`src/phy_ctrl_pkg.sv`:
```
/*
  phy_ctrl_pkg: constants and types of the phy control block.
  assumes: core clock of 100 MHz.
*/
package phy_ctrl_pkg;

  // ==========================================================
  // clock and timing
  localparam int CORE_CLK_MHZ    = 100;
  localparam int LPS_RESET_NS    = 2600;  // 2.6 us low -> interface reset
  localparam int LPS_DISABLE_NS  = 26000; // 26 us low -> interface disabled
  localparam int LINKON_PER_NS   = 163;   // wake-up square wave period
  // all times round down
  localparam int LPS_RESET_CYC   = LPS_RESET_NS * CORE_CLK_MHZ / 1000;
  localparam int LPS_DISABLE_CYC = LPS_DISABLE_NS * CORE_CLK_MHZ / 1000;
  localparam int LINKON_HALF_CYC = LINKON_PER_NS * CORE_CLK_MHZ / 2000;

  // ==========================================================
  // register map
  localparam logic [3:0] CTRL_ADDR   = 4'h0;
  localparam logic [3:0] STATUS_ADDR = 4'h4;
  localparam logic [3:0] SELFID_ADDR = 4'h8;

  // control fields
  localparam int CTRL_LINK_BIT  = 0;     // link control bit
  localparam int CTRL_PDIS_LSB  = 1;     // port disable by link, 2 bits
  localparam int CTRL_SUSP_LSB  = 3;     // port suspend, 2 bits
  localparam int CTRL_ARBD_LSB  = 5;     // arbitration disable, 2 bits
  localparam int CTRL_BRG_LSB   = 8;     // bridge-awareness field, 2 bits
  localparam logic [9:0] CTRL_RESET = 10'h000;

  // self-identification field positions
  localparam int SID_PWR_LSB  = 8;      // power class, 3 bits
  localparam int SID_CONT_BIT = 11;     // bus-manager contender
  localparam int SID_BRG_LSB  = 18;     // bridge field, bits 18 and 19

  localparam logic [1:0] BRG_NON_BRIDGE = 2'h0;
  localparam logic [1:0] BRG_COMPLIANT  = 2'h3;

  // ==========================================================
  // speed classes and link interface states
  typedef enum logic [1:0] {
    SPD_LOW  = 2'h0,
    SPD_MID  = 2'h1,
    SPD_HIGH = 2'h2
  } speed_t;

  typedef enum logic [1:0] {
    IF_NORMAL   = 2'h0,
    IF_RESET    = 2'h1,
    IF_DISABLED = 2'h3
  } iface_t;

  // data-strobe pair
  typedef struct packed {
    logic strobe;
    logic data;
  } ds_pair_t;

endpackage

```
`src/phy_ctrl.sv`:
```
/*
  phy_ctrl: control logic of a two/one port cable physical layer:
  link-side data, system clock, link power; cable drive and sense.
  assumes: pins are async to core_clk; register port on core_clk.
*/
// Local design decisions: the register addresses and strobed register access.
// Summary of operation
// - tx lines latched on system clock
// - serialise, data-strobe encode
// - tx data on b, strobe on a
// - receiver listens, decodes a/b
// - regroup received bits, deliver
// - repeat onto other active ports
// - pair a common mode sets speed
// - pair b common mode shows bias
// - power-down keeps bias detectors only
// - isolation low differentiates outputs
// - bridge field default from strap
// - write overrides bridge default
// - bridge field at self-id 18, 19
// - one-port mode disables port 1
// - power class strap default
// - contender strap default
// - suspended port passes no packets
// - all ports suspended powers down
// - transceiver disable conditions
// - bias output disable conditions
// - cable inactive when no bias
// - power-down keeps detection, pulls reset
// - interface state from status pin
// - status low: reset, then disable
// - status back reinitialises interface
// - wake-up drives link-on square wave
`timescale 1ns/1ps
module phy_ctrl
  import phy_ctrl_pkg::*;
#(
  parameter int NPORT      = 2,  // cable ports
  parameter int LINK_SIDE_CLOCK_OUT_DIV = 2,  // core cycles per system clock period
  parameter int BIT_CYC    = 1   // core cycles per high-speed bit
) (
  input  wire logic              core_clk,
  input  wire logic              rstn,
  // register port
  input  wire logic [3:0]        reg_addr,
  input  wire logic [31:0]       reg_wdata,
  input  wire logic              reg_wr,
  input  wire logic              reg_rd,
  output logic      [31:0]       reg_rdata,
  // link side
  input  wire logic [7:0]        link_tx_data,
  input  wire logic              link_tx_valid,
  input  wire logic [1:0]        link_tx_speed,
  input  wire logic              link_request,
  output logic                   link_tx_ready,
  output logic      [7:0]        link_rx_data,
  output logic                   link_rx_valid,
  output logic                   link_side_clock_out,
  input  wire logic              link_power_status,
  input  wire logic              isolation_sel_n,
  input  wire logic              wake_event,
  input  wire logic              bus_reset,
  // straps and power pins
  input  wire logic              power_down_pin,
  input  wire logic              port_count_select,
  input  wire logic              bridge_default_pin,
  input  wire logic [2:0]        power_class_pins,
  input  wire logic              contender_linkon_pin_in,
  output logic                   contender_linkon_pin_out,
  output logic                   contender_linkon_pin_oen,
  output logic                   reset_pulldown,
  output logic                   cable_inactive_flag,
  output logic                   core_powered_down,
  // cable ports
  input  wire ds_pair_t [NPORT-1:0] cable_pair_in,  // a=data, b=strobe
  output ds_pair_t      [NPORT-1:0] cable_pair_out, // b=data, a=strobe
  output logic          [NPORT-1:0] cable_pair_a_oen,
  output logic          [NPORT-1:0] cable_pair_b_oen,
  input  wire logic     [NPORT-1:0] cable_connected,
  input  wire logic     [NPORT-1:0] cable_rx_active,
  input  wire logic     [NPORT-1:0] pair_a_cm_fast,  // speed signalling
  input  wire logic     [NPORT-1:0] pair_a_cm_mid,
  input  wire logic     [NPORT-1:0] pair_b_bias_seen,
  output logic          [NPORT-1:0] cable_bias_output
);

  // ==========================================================
  // input synchronisers
  localparam int SW = 10 + 7 * NPORT;  // synchronised width
  logic [SW-1:0] sync1_q;              // first stage, read by stage two
  logic [SW-1:0] sync2_q;              // usable stage
  wire  [SW-1:0] async_in = {link_power_status, isolation_sel_n,
    power_down_pin, port_count_select, bridge_default_pin,
    power_class_pins, contender_linkon_pin_in, wake_event,
    cable_pair_in, cable_connected, cable_rx_active, pair_a_cm_fast,
    pair_a_cm_mid, pair_b_bias_seen};

  // two flops before anything reads a pin of async_in
  always_ff @(posedge core_clk or negedge rstn) begin
    if (!rstn) begin
      sync1_q <= '0;
      sync2_q <= '0;
    end else begin
      sync1_q <= async_in;
      sync2_q <= sync1_q;
    end
  end

  // unpack the synchronised bundle
  wire             lps_s    = sync2_q[SW-1];
  wire             iso_n_s  = sync2_q[SW-2];
  wire             pd_s     = sync2_q[SW-3];
  wire             two_s    = sync2_q[SW-4];
  wire             brg_s    = sync2_q[SW-5];
  wire [2:0]       pwr_s    = sync2_q[SW-6 -: 3];
  wire             cont_s   = sync2_q[SW-9];
  wire             wake_s   = sync2_q[SW-10];
  wire [2*NPORT-1:0] pair_s = sync2_q[7*NPORT-1 -: 2*NPORT];
  wire [NPORT-1:0] conn_s   = sync2_q[5*NPORT-1 -: NPORT];
  wire [NPORT-1:0] rxact_s  = sync2_q[4*NPORT-1 -: NPORT];
  wire [NPORT-1:0] cmf_s    = sync2_q[3*NPORT-1 -: NPORT];
  wire [NPORT-1:0] cmm_s    = sync2_q[2*NPORT-1 -: NPORT];
  wire [NPORT-1:0] bias_s   = sync2_q[NPORT-1:0];

  // ==========================================================
  // strap capture after reset
  logic       strap_done_q;  // straps taken
  logic       brg_sw_q;      // software has written the bridge field
  logic [1:0] brg_q;         // bridge-awareness field
  logic [2:0] pwr_q;         // power class default
  logic       cont_q;        // contender default
  logic [9:0] ctrl_q;        // control register

  // let the synchroniser fill first
  logic [1:0] strap_cnt_q;
  always_ff @(posedge core_clk or negedge rstn) begin
    if (!rstn) begin
      strap_cnt_q  <= 2'h0;
      strap_done_q <= 1'b0;
      pwr_q        <= 3'h0;
      cont_q       <= 1'b0;
    end else if (!strap_done_q) begin
      strap_cnt_q <= strap_cnt_q + 2'h1;
      if (strap_cnt_q == 2'h3) begin
        strap_done_q <= 1'b1;
        pwr_q        <= pwr_s;
        cont_q       <= cont_s;
      end
    end
  end

  // ==========================================================
  // register port decode
  wire wr_ctrl = reg_wr && (reg_addr == CTRL_ADDR);
  wire [1:0] brg_dflt = brg_s ? BRG_COMPLIANT : BRG_NON_BRIDGE;

  // control register and bridge field ownership
  always_ff @(posedge core_clk or negedge rstn) begin
    if (!rstn) begin
      ctrl_q   <= CTRL_RESET;
      brg_sw_q <= 1'b0;
      brg_q    <= BRG_NON_BRIDGE;
    end else if (wr_ctrl) begin
      ctrl_q   <= reg_wdata[9:0];
      brg_sw_q <= 1'b1;
      brg_q    <= reg_wdata[CTRL_BRG_LSB +: 2];
    end else if (!brg_sw_q && !strap_done_q) begin
      brg_q <= brg_dflt;
    end
  end

  wire             link_control_bit   = ctrl_q[CTRL_LINK_BIT];
  wire [NPORT-1:0] pdis    = ctrl_q[CTRL_PDIS_LSB +: NPORT];
  wire [NPORT-1:0] susp    = ctrl_q[CTRL_SUSP_LSB +: NPORT];
  wire [NPORT-1:0] arbdis  = ctrl_q[CTRL_ARBD_LSB +: NPORT];

  // ==========================================================
  // port enables and power
  // port 1 only in two-port mode
  wire [NPORT-1:0] used = two_s ? {NPORT{1'b1}}
                                : {{(NPORT-1){1'b0}}, 1'b1};
  wire all_susp = ((susp & used) == used);
  wire pwr_off  = pd_s || all_susp;
  // transceiver enable per port
  wire [NPORT-1:0] xcvr_en = used & conn_s & ~arbdis & ~susp
                             & {NPORT{!pwr_off}};
  wire [NPORT-1:0] bias_en = used & ~pdis & {NPORT{!pd_s}};

  // ==========================================================
  // link power status and interface state
  logic [11:0] lps_low_q;  // cycles with status low, saturating
  iface_t      if_q;       // hardware reset leaves it disabled
  iface_t      if_d;
  wire lps_active = (lps_low_q <= 12'(LPS_RESET_CYC));
  wire link_on    = lps_active && link_control_bit;

  // interface state follows the status pin only
  always_comb begin
    if_d = if_q;
    if (lps_s) begin
      if_d = IF_NORMAL;
    end else if (lps_low_q > 12'(LPS_DISABLE_CYC)) begin
      if_d = IF_DISABLED;
    end else if (lps_low_q > 12'(LPS_RESET_CYC)) begin
      if_d = (if_q == IF_DISABLED) ? IF_DISABLED : IF_RESET;
    end
  end

  always_ff @(posedge core_clk or negedge rstn) begin
    if (!rstn) begin
      lps_low_q <= 12'h0;
      if_q      <= IF_DISABLED;
    end else begin
      if (lps_s) begin
        lps_low_q <= 12'h0;
      end else if (lps_low_q != 12'hfff) begin
        lps_low_q <= lps_low_q + 12'h1;
      end
      if_q <= if_d;
    end
  end

  wire if_norm = (if_q == IF_NORMAL);

  // ==========================================================
  // system clock divider, stops when disabled
  logic [7:0] div_q;
  logic       sclk_q;
  wire        sclk_rise = (div_q == 8'(LINK_SIDE_CLOCK_OUT_DIV / 2 - 1)) && !sclk_q;

  always_ff @(posedge core_clk or negedge rstn) begin
    if (!rstn) begin
      div_q  <= 8'h0;
      sclk_q <= 1'b0;
    end else if (if_q == IF_DISABLED || pd_s) begin
      div_q  <= 8'h0;
      sclk_q <= 1'b0;
    end else if (div_q == 8'(LINK_SIDE_CLOCK_OUT_DIV / 2 - 1)) begin
      div_q  <= 8'h0;
      sclk_q <= !sclk_q;
    end else begin
      div_q <= div_q + 8'h1;
    end
  end

  // ==========================================================
  // transmit: latch, serialise, data-strobe encode
  logic [7:0] tx_sh_q;   // bits still to send, lsb first
  logic [3:0] tx_cnt_q;  // bits left
  logic [7:0] tx_bc_q;   // bit period counter
  logic [7:0] tx_per_q;  // core cycles per bit at the latched speed
  ds_pair_t   tx_ds_q;   // encoded line state
  logic [3:0] tx_w;
  logic [7:0] tx_p;

  // width and bit period for the requested speed
  always_comb begin
    case (speed_t'(link_tx_speed))
      SPD_LOW: begin
        tx_w = 4'h2;
        tx_p = 8'(4 * BIT_CYC);
      end
      SPD_MID: begin
        tx_w = 4'h4;
        tx_p = 8'(2 * BIT_CYC);
      end
      default: begin
        tx_w = 4'h8;
        tx_p = 8'(BIT_CYC);
      end
    endcase
  end

  wire tx_take = sclk_rise && link_tx_valid && link_request
                 && if_norm && (tx_cnt_q == 4'h0);
  wire tx_bit  = (tx_cnt_q != 4'h0) && (tx_bc_q == 8'h0);

  always_ff @(posedge core_clk or negedge rstn) begin
    if (!rstn) begin
      tx_sh_q  <= 8'h0;
      tx_cnt_q <= 4'h0;
      tx_bc_q  <= 8'h0;
      tx_per_q <= 8'h1;
      tx_ds_q  <= '0;
    end else if (tx_take) begin
      tx_sh_q  <= link_tx_data;
      tx_cnt_q <= tx_w;
      tx_per_q <= tx_p;
      tx_bc_q  <= 8'h0;
    end else if (tx_bit) begin
      tx_sh_q  <= {1'b0, tx_sh_q[7:1]};
      tx_cnt_q <= tx_cnt_q - 4'h1;
      tx_bc_q  <= tx_per_q - 8'h1;
      // strobe toggles only when data repeats
      tx_ds_q.data   <= tx_sh_q[0];
      tx_ds_q.strobe <= tx_ds_q.strobe ^ (tx_sh_q[0] == tx_ds_q.data);
    end else if (tx_bc_q != 8'h0) begin
      tx_bc_q <= tx_bc_q - 8'h1;
    end
  end

  // ==========================================================
  // receive: pick port, decode, regroup
  wire [NPORT-1:0] rx_port = rxact_s & xcvr_en;
  logic [NPORT-1:0] rx_sel;
  ds_pair_t        rx_in;   // a carries data, b carries strobe
  logic            rx_fast;
  logic            rx_mid;

  // lowest receiving port wins
  always_comb begin
    rx_sel  = '0;
    rx_in   = '0;
    rx_fast = 1'b0;
    rx_mid  = 1'b0;
    for (int p = NPORT - 1; p >= 0; p--) begin
      if (rx_port[p]) begin
        rx_sel     = '0;
        rx_sel[p]  = 1'b1;
        rx_in.data   = pair_s[2*p];
        rx_in.strobe = pair_s[2*p + 1];
        rx_fast    = cmf_s[p];
        rx_mid     = cmm_s[p];
      end
    end
  end

  logic       rx_on_q;    // a packet is being received
  logic [1:0] rx_spd_q;   // speed signalled during arbitration
  ds_pair_t   rx_prev_q;  // previous line state
  logic [7:0] rx_sh_q;    // incoming bits
  logic [3:0] rx_cnt_q;   // bits collected
  logic [7:0] rx_out_q;   // group handed to the link
  logic       rx_vld_q;
  wire rx_any  = |rx_sel;
  wire rx_edge = rx_on_q && (rx_in != rx_prev_q);  // one bit per change
  wire [3:0] rx_w = (rx_spd_q == SPD_LOW) ? 4'h2 :
                    (rx_spd_q == SPD_MID) ? 4'h4 : 4'h8;
  wire [7:0] rx_nsh = {rx_in.data, rx_sh_q[7:1]};

  always_ff @(posedge core_clk or negedge rstn) begin
    if (!rstn) begin
      rx_on_q   <= 1'b0;
      rx_spd_q  <= SPD_LOW;
      rx_prev_q <= '0;
      rx_sh_q   <= 8'h0;
      rx_cnt_q  <= 4'h0;
      rx_out_q  <= 8'h0;
      rx_vld_q  <= 1'b0;
    end else begin
      rx_on_q   <= rx_any;
      rx_prev_q <= rx_in;
      rx_vld_q  <= 1'b0;
      if (rx_any && !rx_on_q) begin
        // speed from pair a at packet start
        rx_spd_q <= rx_fast ? SPD_HIGH : (rx_mid ? SPD_MID : SPD_LOW);
        rx_cnt_q <= 4'h0;
      end else if (rx_edge) begin
        if (rx_cnt_q + 4'h1 == rx_w) begin
          // right-align the group, lsb received first
          rx_out_q <= rx_nsh >> (4'h8 - rx_w);
          rx_vld_q <= 1'b1;
          rx_cnt_q <= 4'h0;
        end else begin
          rx_cnt_q <= rx_cnt_q + 4'h1;
        end
        rx_sh_q <= rx_nsh;
      end
    end
  end

  // ==========================================================
  // link-side outputs, low outside normal state when isolation_sel_n is high, frozen when it is low
  logic [7:0] lk_data_q;
  logic       lk_vld_q;
  wire  [7:0] lk_raw = if_norm ? rx_out_q : 8'h0;
  wire        lk_vraw = if_norm && rx_vld_q;
  // differentiated form: transitions only, for a coupling barrier
  wire  [7:0] lk_data_d = iso_n_s ? lk_raw : (lk_raw ^ lk_data_q);
  wire        lk_vld_d  = iso_n_s ? lk_vraw : (lk_vraw ^ lk_vld_q);

  always_ff @(posedge core_clk or negedge rstn) begin
    if (!rstn) begin
      lk_data_q <= 8'h0;
      lk_vld_q  <= 1'b0;
    end else begin
      lk_data_q <= lk_data_d;
      lk_vld_q  <= lk_vld_d;
    end
  end

  // ==========================================================
  // link-on square wave on wake-up while link inactive
  logic       wake_pend_q;
  logic       wake_prev_q;
  logic [7:0] lon_cnt_q;
  logic       lon_q;
  wire wake_rise = wake_s && !wake_prev_q;

  always_ff @(posedge core_clk or negedge rstn) begin
    if (!rstn) begin
      wake_pend_q <= 1'b0;
      wake_prev_q <= 1'b0;
      lon_cnt_q   <= 8'h0;
      lon_q       <= 1'b0;
    end else begin
      wake_prev_q <= wake_s;
      // a new wake-up beats a bus_reset clear in the same cycle; link_on beats a wake-up
      if (wake_rise && !link_on) begin
        wake_pend_q <= 1'b1;
      end else if (link_on || bus_reset) begin
        wake_pend_q <= 1'b0;
      end
      if (!wake_pend_q) begin
        lon_cnt_q <= 8'h0;
        lon_q     <= 1'b0;
      end else if (lon_cnt_q == 8'(LINKON_HALF_CYC - 1)) begin
        lon_cnt_q <= 8'h0;
        lon_q     <= !lon_q;
      end else begin
        lon_cnt_q <= lon_cnt_q + 8'h1;
      end
    end
  end

  // ==========================================================
  // cable drive, repeat, bias and status outputs
  logic [NPORT-1:0] a_oen_d;
  logic [NPORT-1:0] b_oen_d;
  ds_pair_t [NPORT-1:0] pout_d;
  wire tx_busy = (tx_cnt_q != 4'h0);

  // receiver listens, others send or repeat
  always_comb begin
    for (int p = 0; p < NPORT; p++) begin
      a_oen_d[p] = 1'b1;
      b_oen_d[p] = 1'b1;
      pout_d[p]  = '0;
      if (xcvr_en[p] && !rx_sel[p]) begin
        if (rx_any) begin
          a_oen_d[p] = 1'b0;
          b_oen_d[p] = 1'b0;
          pout_d[p]  = rx_in;
        end else if (tx_busy) begin
          a_oen_d[p] = 1'b0;
          b_oen_d[p] = 1'b0;
          pout_d[p]  = tx_ds_q;
        end
      end
    end
  end

  logic [31:0] rd_q;
  wire [31:0] sid_w = (32'(brg_q)  << SID_BRG_LSB)
                    | (32'(cont_q) << SID_CONT_BIT)
                    | (32'(pwr_q)  << SID_PWR_LSB);
  wire [31:0] stat_w = {24'h0, pd_s, all_susp, link_on, if_q,
                        ~|(bias_s & used), 2'(bias_s & used)};
  wire [31:0] rd_d = (reg_addr == CTRL_ADDR)   ? {22'h0, ctrl_q} :
                     (reg_addr == STATUS_ADDR) ? stat_w :
                     (reg_addr == SELFID_ADDR) ? sid_w : 32'h0;

  // output registers
  always_ff @(posedge core_clk or negedge rstn) begin
    if (!rstn) begin
      cable_pair_out      <= '0;
      cable_pair_a_oen    <= '1;
      cable_pair_b_oen    <= '1;
      cable_bias_output   <= '0;
      cable_inactive_flag <= 1'b1;
      reset_pulldown      <= 1'b0;
      core_powered_down   <= 1'b0;
      link_side_clock_out <= 1'b0;
      link_tx_ready       <= 1'b0;
      rd_q                <= 32'h0;
    end else begin
      cable_pair_out      <= pout_d;
      cable_pair_a_oen    <= a_oen_d;
      cable_pair_b_oen    <= b_oen_d;
      cable_bias_output   <= bias_en;
      cable_inactive_flag <= ~|(bias_s & used);
      reset_pulldown      <= pd_s;
      core_powered_down   <= pwr_off;
      link_side_clock_out <= sclk_q;
      link_tx_ready       <= if_norm && !tx_busy && !tx_take;
      rd_q                <= reg_rd ? rd_d : 32'h0;
    end
  end

  assign reg_rdata                = rd_q;
  assign link_rx_data             = lk_data_q;
  assign link_rx_valid            = lk_vld_q;
  assign contender_linkon_pin_out = lon_q;
  // drive only while signalling; strap input otherwise
  assign contender_linkon_pin_oen = !wake_pend_q;

endmodule

```
`config.mk`:
```
export PLATFORM = sky130hd
export DESIGN_NAME = phy_ctrl
export DESIGN_NICKNAME = d
export VERILOG_FILES = /design/src/phy_ctrl_pkg.sv /design/src/phy_ctrl.sv
export SDC_FILE = /design/constraint.sdc
export NUM_CORES = 1
export LEC_CHECK = 0
export BUFFER_PORTS_ARGS = -buffer_cell sky130_fd_sc_hd__buf_2
export CAP_MARGIN = 20
export CORE_ASPECT_RATIO = 1.4
export CORE_MARGIN = 1
export CORE_UTILIZATION = 45
export DETAILED_ROUTE_END_ITERATION = 8
export GPL_ROUTABILITY_DRIVEN = 0
export PLACE_DENSITY_LB_ADDON = 0.12
export SLEW_MARGIN = 20
export SYNTH_ARGS = -nofsm -noshare
export SYNTH_HDL_FRONTEND = slang
export SYNTH_SLANG_ARGS = --single-unit
```
`constraint.sdc`:
```
create_clock -name core_clk -period 2.9 [get_ports core_clk]
set_clock_uncertainty 0.2 [all_clocks]
set_input_delay 0.725 -clock core_clk [delete_from_list [all_inputs] [get_ports core_clk]]
set_output_delay 0.725 -clock core_clk [all_outputs]
set_load 0.01 [all_outputs]
```
---- Word-level counts from Yosys, hierarchy flattened ----
Cells that the tools add are included.
operators by class
  add/sub/neg operators ................... 9
  magnitude comparators ................... 3
  equality and inequality tests ........... 13
  shift-type cells ........................ 1
  muxes and demuxes ....................... 64
  bitwise gates (word level) .............. 20
  reduce and logical (&&, ||, !) cells .... 59
operators with widths
  cell                                                            count
  2-to-1 mux 8 bit                                                11
  2-to-1 mux 20 bit                                               4
  2-to-1 mux 2 bit                                                17
  2-to-1 mux 4 bit                                                7
  2-to-1 mux 12 bit                                               2
  2-to-1 mux 1 bit                                                21
  bitwise OR 20 x 11 -> 20 bit                                    1
  bitwise OR 20 x 12 -> 20 bit                                    1
  AND 2 bit                                                       9
  logical AND 1 bit                                               18
  adder 8 x 1 -> 8 bit, second input constant                     2
  logical NOT 8 bit                                               2
  subtractor 8 x 1 -> 8 bit, second input constant                2
  logical NOT 1 bit                                               15
  adder 12 x 1 -> 12 bit, second input constant                   1
  greater-than comparator 12 bit, second input constant           1
  greater-than comparator 12 x 9 -> 1 bit, second input constant  1
  <= comparator 12 x 9 -> 1 bit, second input constant            1
  inequality test 12 bit, second input constant                   1
  nonzero test 2 bit                                              6
  equality test 8 x 3 -> 1 bit, second input constant             1
  logical NOT 4 bit                                               2
  case mux 4 bit (2 select lines)                                 1
  nonzero test 8 bit                                              1
  other kinds (26)                                                41
word-level totals
  flip-flop bits (word level) ............. 200
  input bits .............................. 77
  output and inout port bits .............. 58
  word-level logic and storage cells ...... 214

---- Depth between registers and ports, before layout ----
  depth in word-level cells ............... 13
  mapped depth ............................ 10
  gate-level depth less buffers ........... 9

---- Worst setup path after synthesis ----
No wires, ideal clock.
  kind .................................... reg2reg
  start ................................... register sync2_q[21]
  end ..................................... register rx_sh_q[5]
  setup time .............................. 0.125 ns
  data arrival time ....................... 2.495 ns
  data required time ...................... 2.575 ns
  path slack .............................. 0.081 ns
  stages on the path, launching flop included .. 9
  path buffers ............................ 3
  clock period less this slack ............ 2.819 ns
  path through ............................ dfrtp_1 -> buf_6 -> or3b_1 -> a211o_1 -> and2_1 -> buf_6 -> a2111oi_4 -> buf_6 -> mux2_2
on the way
  cells in the longest elaborated chain, start to end .. 10
  elaborated cells on any way between the ends .. 14
  those cells by class .................... eq/ne (1); mux (4); bitwise (3); reduce/logical (6)
ends and longest elaborated chain
  what                               line             RTL
  start: declaration                 phy_ctrl.sv:91   logic [SW-1:0] sync2_q;
  start signal: assignment           phy_ctrl.sv:105  sync2_q <= sync1_q;
  logical OR 1 bit (*)               phy_ctrl.sv:183  wire pwr_off = pd_s || all_susp;
  logical NOT 1 bit (*)              phy_ctrl.sv:186  & {NPORT{!pwr_off}};
  AND 2 bit (*)                      phy_ctrl.sv:186
  AND 2 bit (*)                      phy_ctrl.sv:304  wire [NPORT-1:0] rx_port = rxact_s & xcvr_en;
  2-to-1 mux 2 bit (2 in series)     phy_ctrl.sv:317  if (rx_port[p]) begin
  OR reduction 2 bit                 phy_ctrl.sv:335  wire rx_any = |rx_sel;
  logical AND 1 bit                  phy_ctrl.sv:354  if (rx_any && !rx_on_q) begin
  NOT 1 bit (no line)                --
  AND reduction 2 bit (no line) (*)  --
  end signal: assignment             phy_ctrl.sv:367  rx_sh_q <= rx_nsh;
  end: declaration                   phy_ctrl.sv:331  logic [7:0] rx_sh_q;
Every way passes the cells marked *; elsewhere a longest branch is shown, timed or not.
A chain may end at the register's enable or synchronous reset.

---- Worst setup path after layout ----
  start ................................... register sync2_q[21]
  end ..................................... register rx_cnt_q[2]
on the way
  cells in the longest elaborated chain, start to end .. 9
  elaborated cells on any way between the ends .. 14
  those cells by class .................... eq/ne (1); mux (5); bitwise (2); reduce/logical (6)
ends and longest elaborated chain
  what                                                                     line                              RTL
  logical OR 1 bit (*)                                                     phy_ctrl.sv:183
  logical NOT 1 bit (*)                                                    phy_ctrl.sv:186
  AND 2 bit (*)                                                            phy_ctrl.sv:186
  AND 2 bit (*)                                                            phy_ctrl.sv:304
  2-to-1 mux 2 bit (2 in series)                                           phy_ctrl.sv:317
  inequality test 2 bit / OR reduction 2 bit (equally long branches)       phy_ctrl.sv:336, phy_ctrl.sv:335
  logical AND 1 bit (on tied branches)                                     phy_ctrl.sv:336, phy_ctrl.sv:354
  nonzero test 2 bit (no line) / 2-to-1 mux 4 bit (equally long branches)  --
  end signal: assignment                                                   phy_ctrl.sv:365                   rx_cnt_q <= rx_cnt_q + 4'h1;
  end: declaration                                                         phy_ctrl.sv:332                   logic [3:0] rx_cnt_q;
Marked as above.

==> impl_results.md <==
- DR iter-0 viols: roughly 140
- Post-DRT Antenna Nets: 0
- Async S/R FF share, synth: 1.00
- Clock Pin Slew Worst Setup and Hold Paths: 0.07 ns
- Critical R2R Launch: sync2_q[21]
- Post-CTS Resized: 0
- Max IR drop VDD: ~0.0004 V
- Post-synth top area share: 0.599
- Drt wl/cell: 14.4 um
- Grt ovf: 0
- Final Hold Vio Count: 0
- CTS tree: built
- Worst hold slack: 0.0526 ns
- Final #Nets: 858
- Post-synthesis cell count: 662
- Crit path DAT: 2.88 ns
- Setup violators final: 0
- Initial Util: 0.464
- Post-CTS Hold Buffers: 0
- Max Cap Viol: 0
- Fin crit share: 0.936
- Sequential area share after synthesis: 0.620
- Synth top area cells: dfrtp_1 (60%), nand2_1 (4.4%), nor2_1 (3.0%)
- Global-route wire length before repair: roughly 24 mm
- Port buffer count: 94
- Io pins: 135
- DR pass1 iterations: 6
- Slew @ Worst Pin: between 0.7 and 0.8 ns
- Leak: 4.23 nW
- Violated checks: DRC
- Post-synth EDFFs: 0
- CP Launch Point: sync2_q[21]
- Unrepaired setup endpoints after global routing: no
- Worst hold path class: in -> async
- Flops & latches, synth: 188
- Pins Over Slew Limit: 0
- Vias in the first global route: 5,006
- Pwr Density: a little under 700 nW/um^2
- Synthesized area: 7610 sq um
- Post-DP HPWL: 10.2 mm
- Max FO, Critical Path: 16
- Required time worst endpoint: about 3.1 ns
- Avg Cell Area, Syn: 11.5 sq um
- Slew headroom: 0.513
- Min Tclk post-route: 2.71 ns
- Post-CTS Setup Bufs: 0
- Cell taking the most area after synthesis: dfrtp_1
- CP endpoint kind: flop
- Rows: 55
- Status: finished with violations
- Largest net degree at the start of global routing: just over 60
- Via count: around 4,900
- Worst-case reg-to-reg path depth: 9
- H-tree Lvls: 4
- DR vias/cell: 5.00
- Max frequency: between 0.3 and 0.4 GHz
- Clock latency on the worst-skew pair: ~0.43 ns
- Die height: 156 um
- CTS Root Cell: clkbuf_16
- Post-route insts no fill: between 900 and 1,000
- Die width: 112 um
- Share of layout cells above drive strength 1: 0.223
- Core box area: 16,400 sq um
- Sum Neg Setup Slack: 0 ns
- Area Growth Syn to Fin: 17.4%
- CTS Buf Count: 17
- Final wirelength: 14.2 mm
- Unique masters post-synth: 60
- Die Area: ~17,000 sq um
- Most used DFF post-synth: dfrtp_1
- Syn. warnings: 0
- Total global-route track usage: 0.176
- Startpoint Class: flop
- Worst setup path class: reg -> reg
- # diodes: 0
- Initial antenna violation count: 0
- Clock Sinks: 188
- DP Cell Count: ~950
- Bufs on Longest Clock Path: 2
- Number of remaining DRC errors: 6
==> flip-flops by register name, summed over array words and instances, names as in the netlist, 3 cells and up <==
register        flops
lon_cnt_q           8
tx_cnt_q            4
tx_per_q            3
div_q               8
rx_cnt_q            4
link_rx_data        8
rx_out_q            8
ctrl_q             10
pwr_q               3
sync1_q            24
tx_sh_q             8
cable_pair_out      4
tx_bc_q             8
reg_rdata          14
rx_sh_q             7
lps_low_q          12
sync2_q            24
==> cells in the final DEF, fill, tap and decap left out, types with 3 or more instances in the layout <==
cell type and instances:
inv_1 20, o31ai_1 5, bufinv_16 3, mux2_2 14, o21ai_0 24, inv_6 5, and2_1 10, nor3_1 14
xnor2_1 25, nor2b_1 12, a22oi_1 7, nand4_1 3, nand2_1 89, and3_1 7, clkinvlp_4 3, or2_2 3
buf_4 12, conb_1 18, mux2_4 4, ha_1 9, xor2_1 15, nor2_1 60, nand2b_1 8, buf_2 93
nand3_1 28, dfstp_2 6, mux2i_1 11, a31oi_1 5, or3_1 3, nor3b_1 5, clkbuf_16 17, dfrtp_1 182
a21oi_1 18
==> where the power goes <==
group / internal (W) / switching (W) / total, W
logic: 0.000273 / 0.000341 / 0.000614
registers: 0.00287 / 0.000207 / 0.00307
clock network: 0.00142 / 0.00101 / 0.00244
total: 0.00456 / 0.00156 / 0.00613
==> stage by stage <==
stage | util | setup slack [ns] | total power, W | cell area [sq um]
after floorplan | - | 0.0807 | 0.00350 | 7670
after global placement | 0.507 | 0.244 | 0.00370 | 8300
after detailed placement | 0.507 | 0.183 | 0.00375 | 8300
after CTS | 0.545 | 0.178 | 0.00620 | 8930
after global routing | 0.545 | 0.0927 | 0.00642 | 8930
final | 0.545 | 0.186 | 0.00613 | 8930
==> cells by family after synthesis <==
kind of cell | after synthesis | share of synthesized area
flip-flops | 188 | 0.620
multiplexers | 29 | 0.0431
buffers and inverters | 54 | 0.0400
AND/OR/NAND/NOR | 262 | 0.168
adder cells (fa/ha/maj) | 9 | 0.0148
XOR/XNOR | 40 | 0.0461
AO/OA/AOI/OAI | 79 | 0.0676
other | 1 | 0.000493
==> synthesized netlist by cell type (all sizes together), types with 2 or more instances <==
master,count
a22o,2
nand3,28
inv,20
nand2b,8
a221oi,2
nor3b,5
or4b,2
mux2,18
a211o,2
clkbuf,10
buf,24
dfstp,6
o21ai,24
and2,10
o31ai,5
a22oi,7
nand4b,2
nor4b,3
a2111oi,2
a31oi,5
a21o,2
nor3,14
nand2,89
ha,9
mux2i,11
or2,3
a211oi,2
xor2,15
nor2b,12
nand4,3
nand3b,2
or3,3
xnor2,25
nor2,61
a21oi,18
dfrtp,182
nor4,3
and3,7
==> final timing paths <==
path | end | slack [ns]
worst min register to register | sync2_q[18] | 0.15
worst min-delay path | sync2_q[22] | 0.05
max in group asynchronous | cable_pair_b_oen[0] | 1.71
worst max register to register | rx_cnt_q[2] | 0.19
min in group core_clk | sync2_q[18] | 0.15
worst max-delay path | rx_cnt_q[2] | 0.19
==> critical path, cell delays in order, from the launching register on <==
cell	delay [ns]
dfrtp_1	0.39
buf_4	0.17
nor4b_2	0.29
buf_4	0.19
a211o_1	0.17
and4_1	0.25
a2111oi_4	0.05
buf_4	0.21
or4b_2	0.61
nand3_1	0.10
==> final cells by class <==
cell class	count	area, sq um
clock buffer	19	453
clock inverter	13	176
fill	1454	7450
inverter	20	75.1
multi-input combinational	437	2660
sequential	188	4710
tap	199	249
timing repair buffer	108	607
==> layer usage <==
metal | up-vias | global-route usage | share of wire
li1 | 2426 | - | -
met1 | 2380 | 0.210 | 0.43
met2 | 95 | 0.308 | 0.52
met3 | 19 | 0.0381 | 0.034
met4 | 0 | 0.0727 | 0.019
met5 | - | 0 | 0
Note: power is estimated with default switching activity, not from simulation.
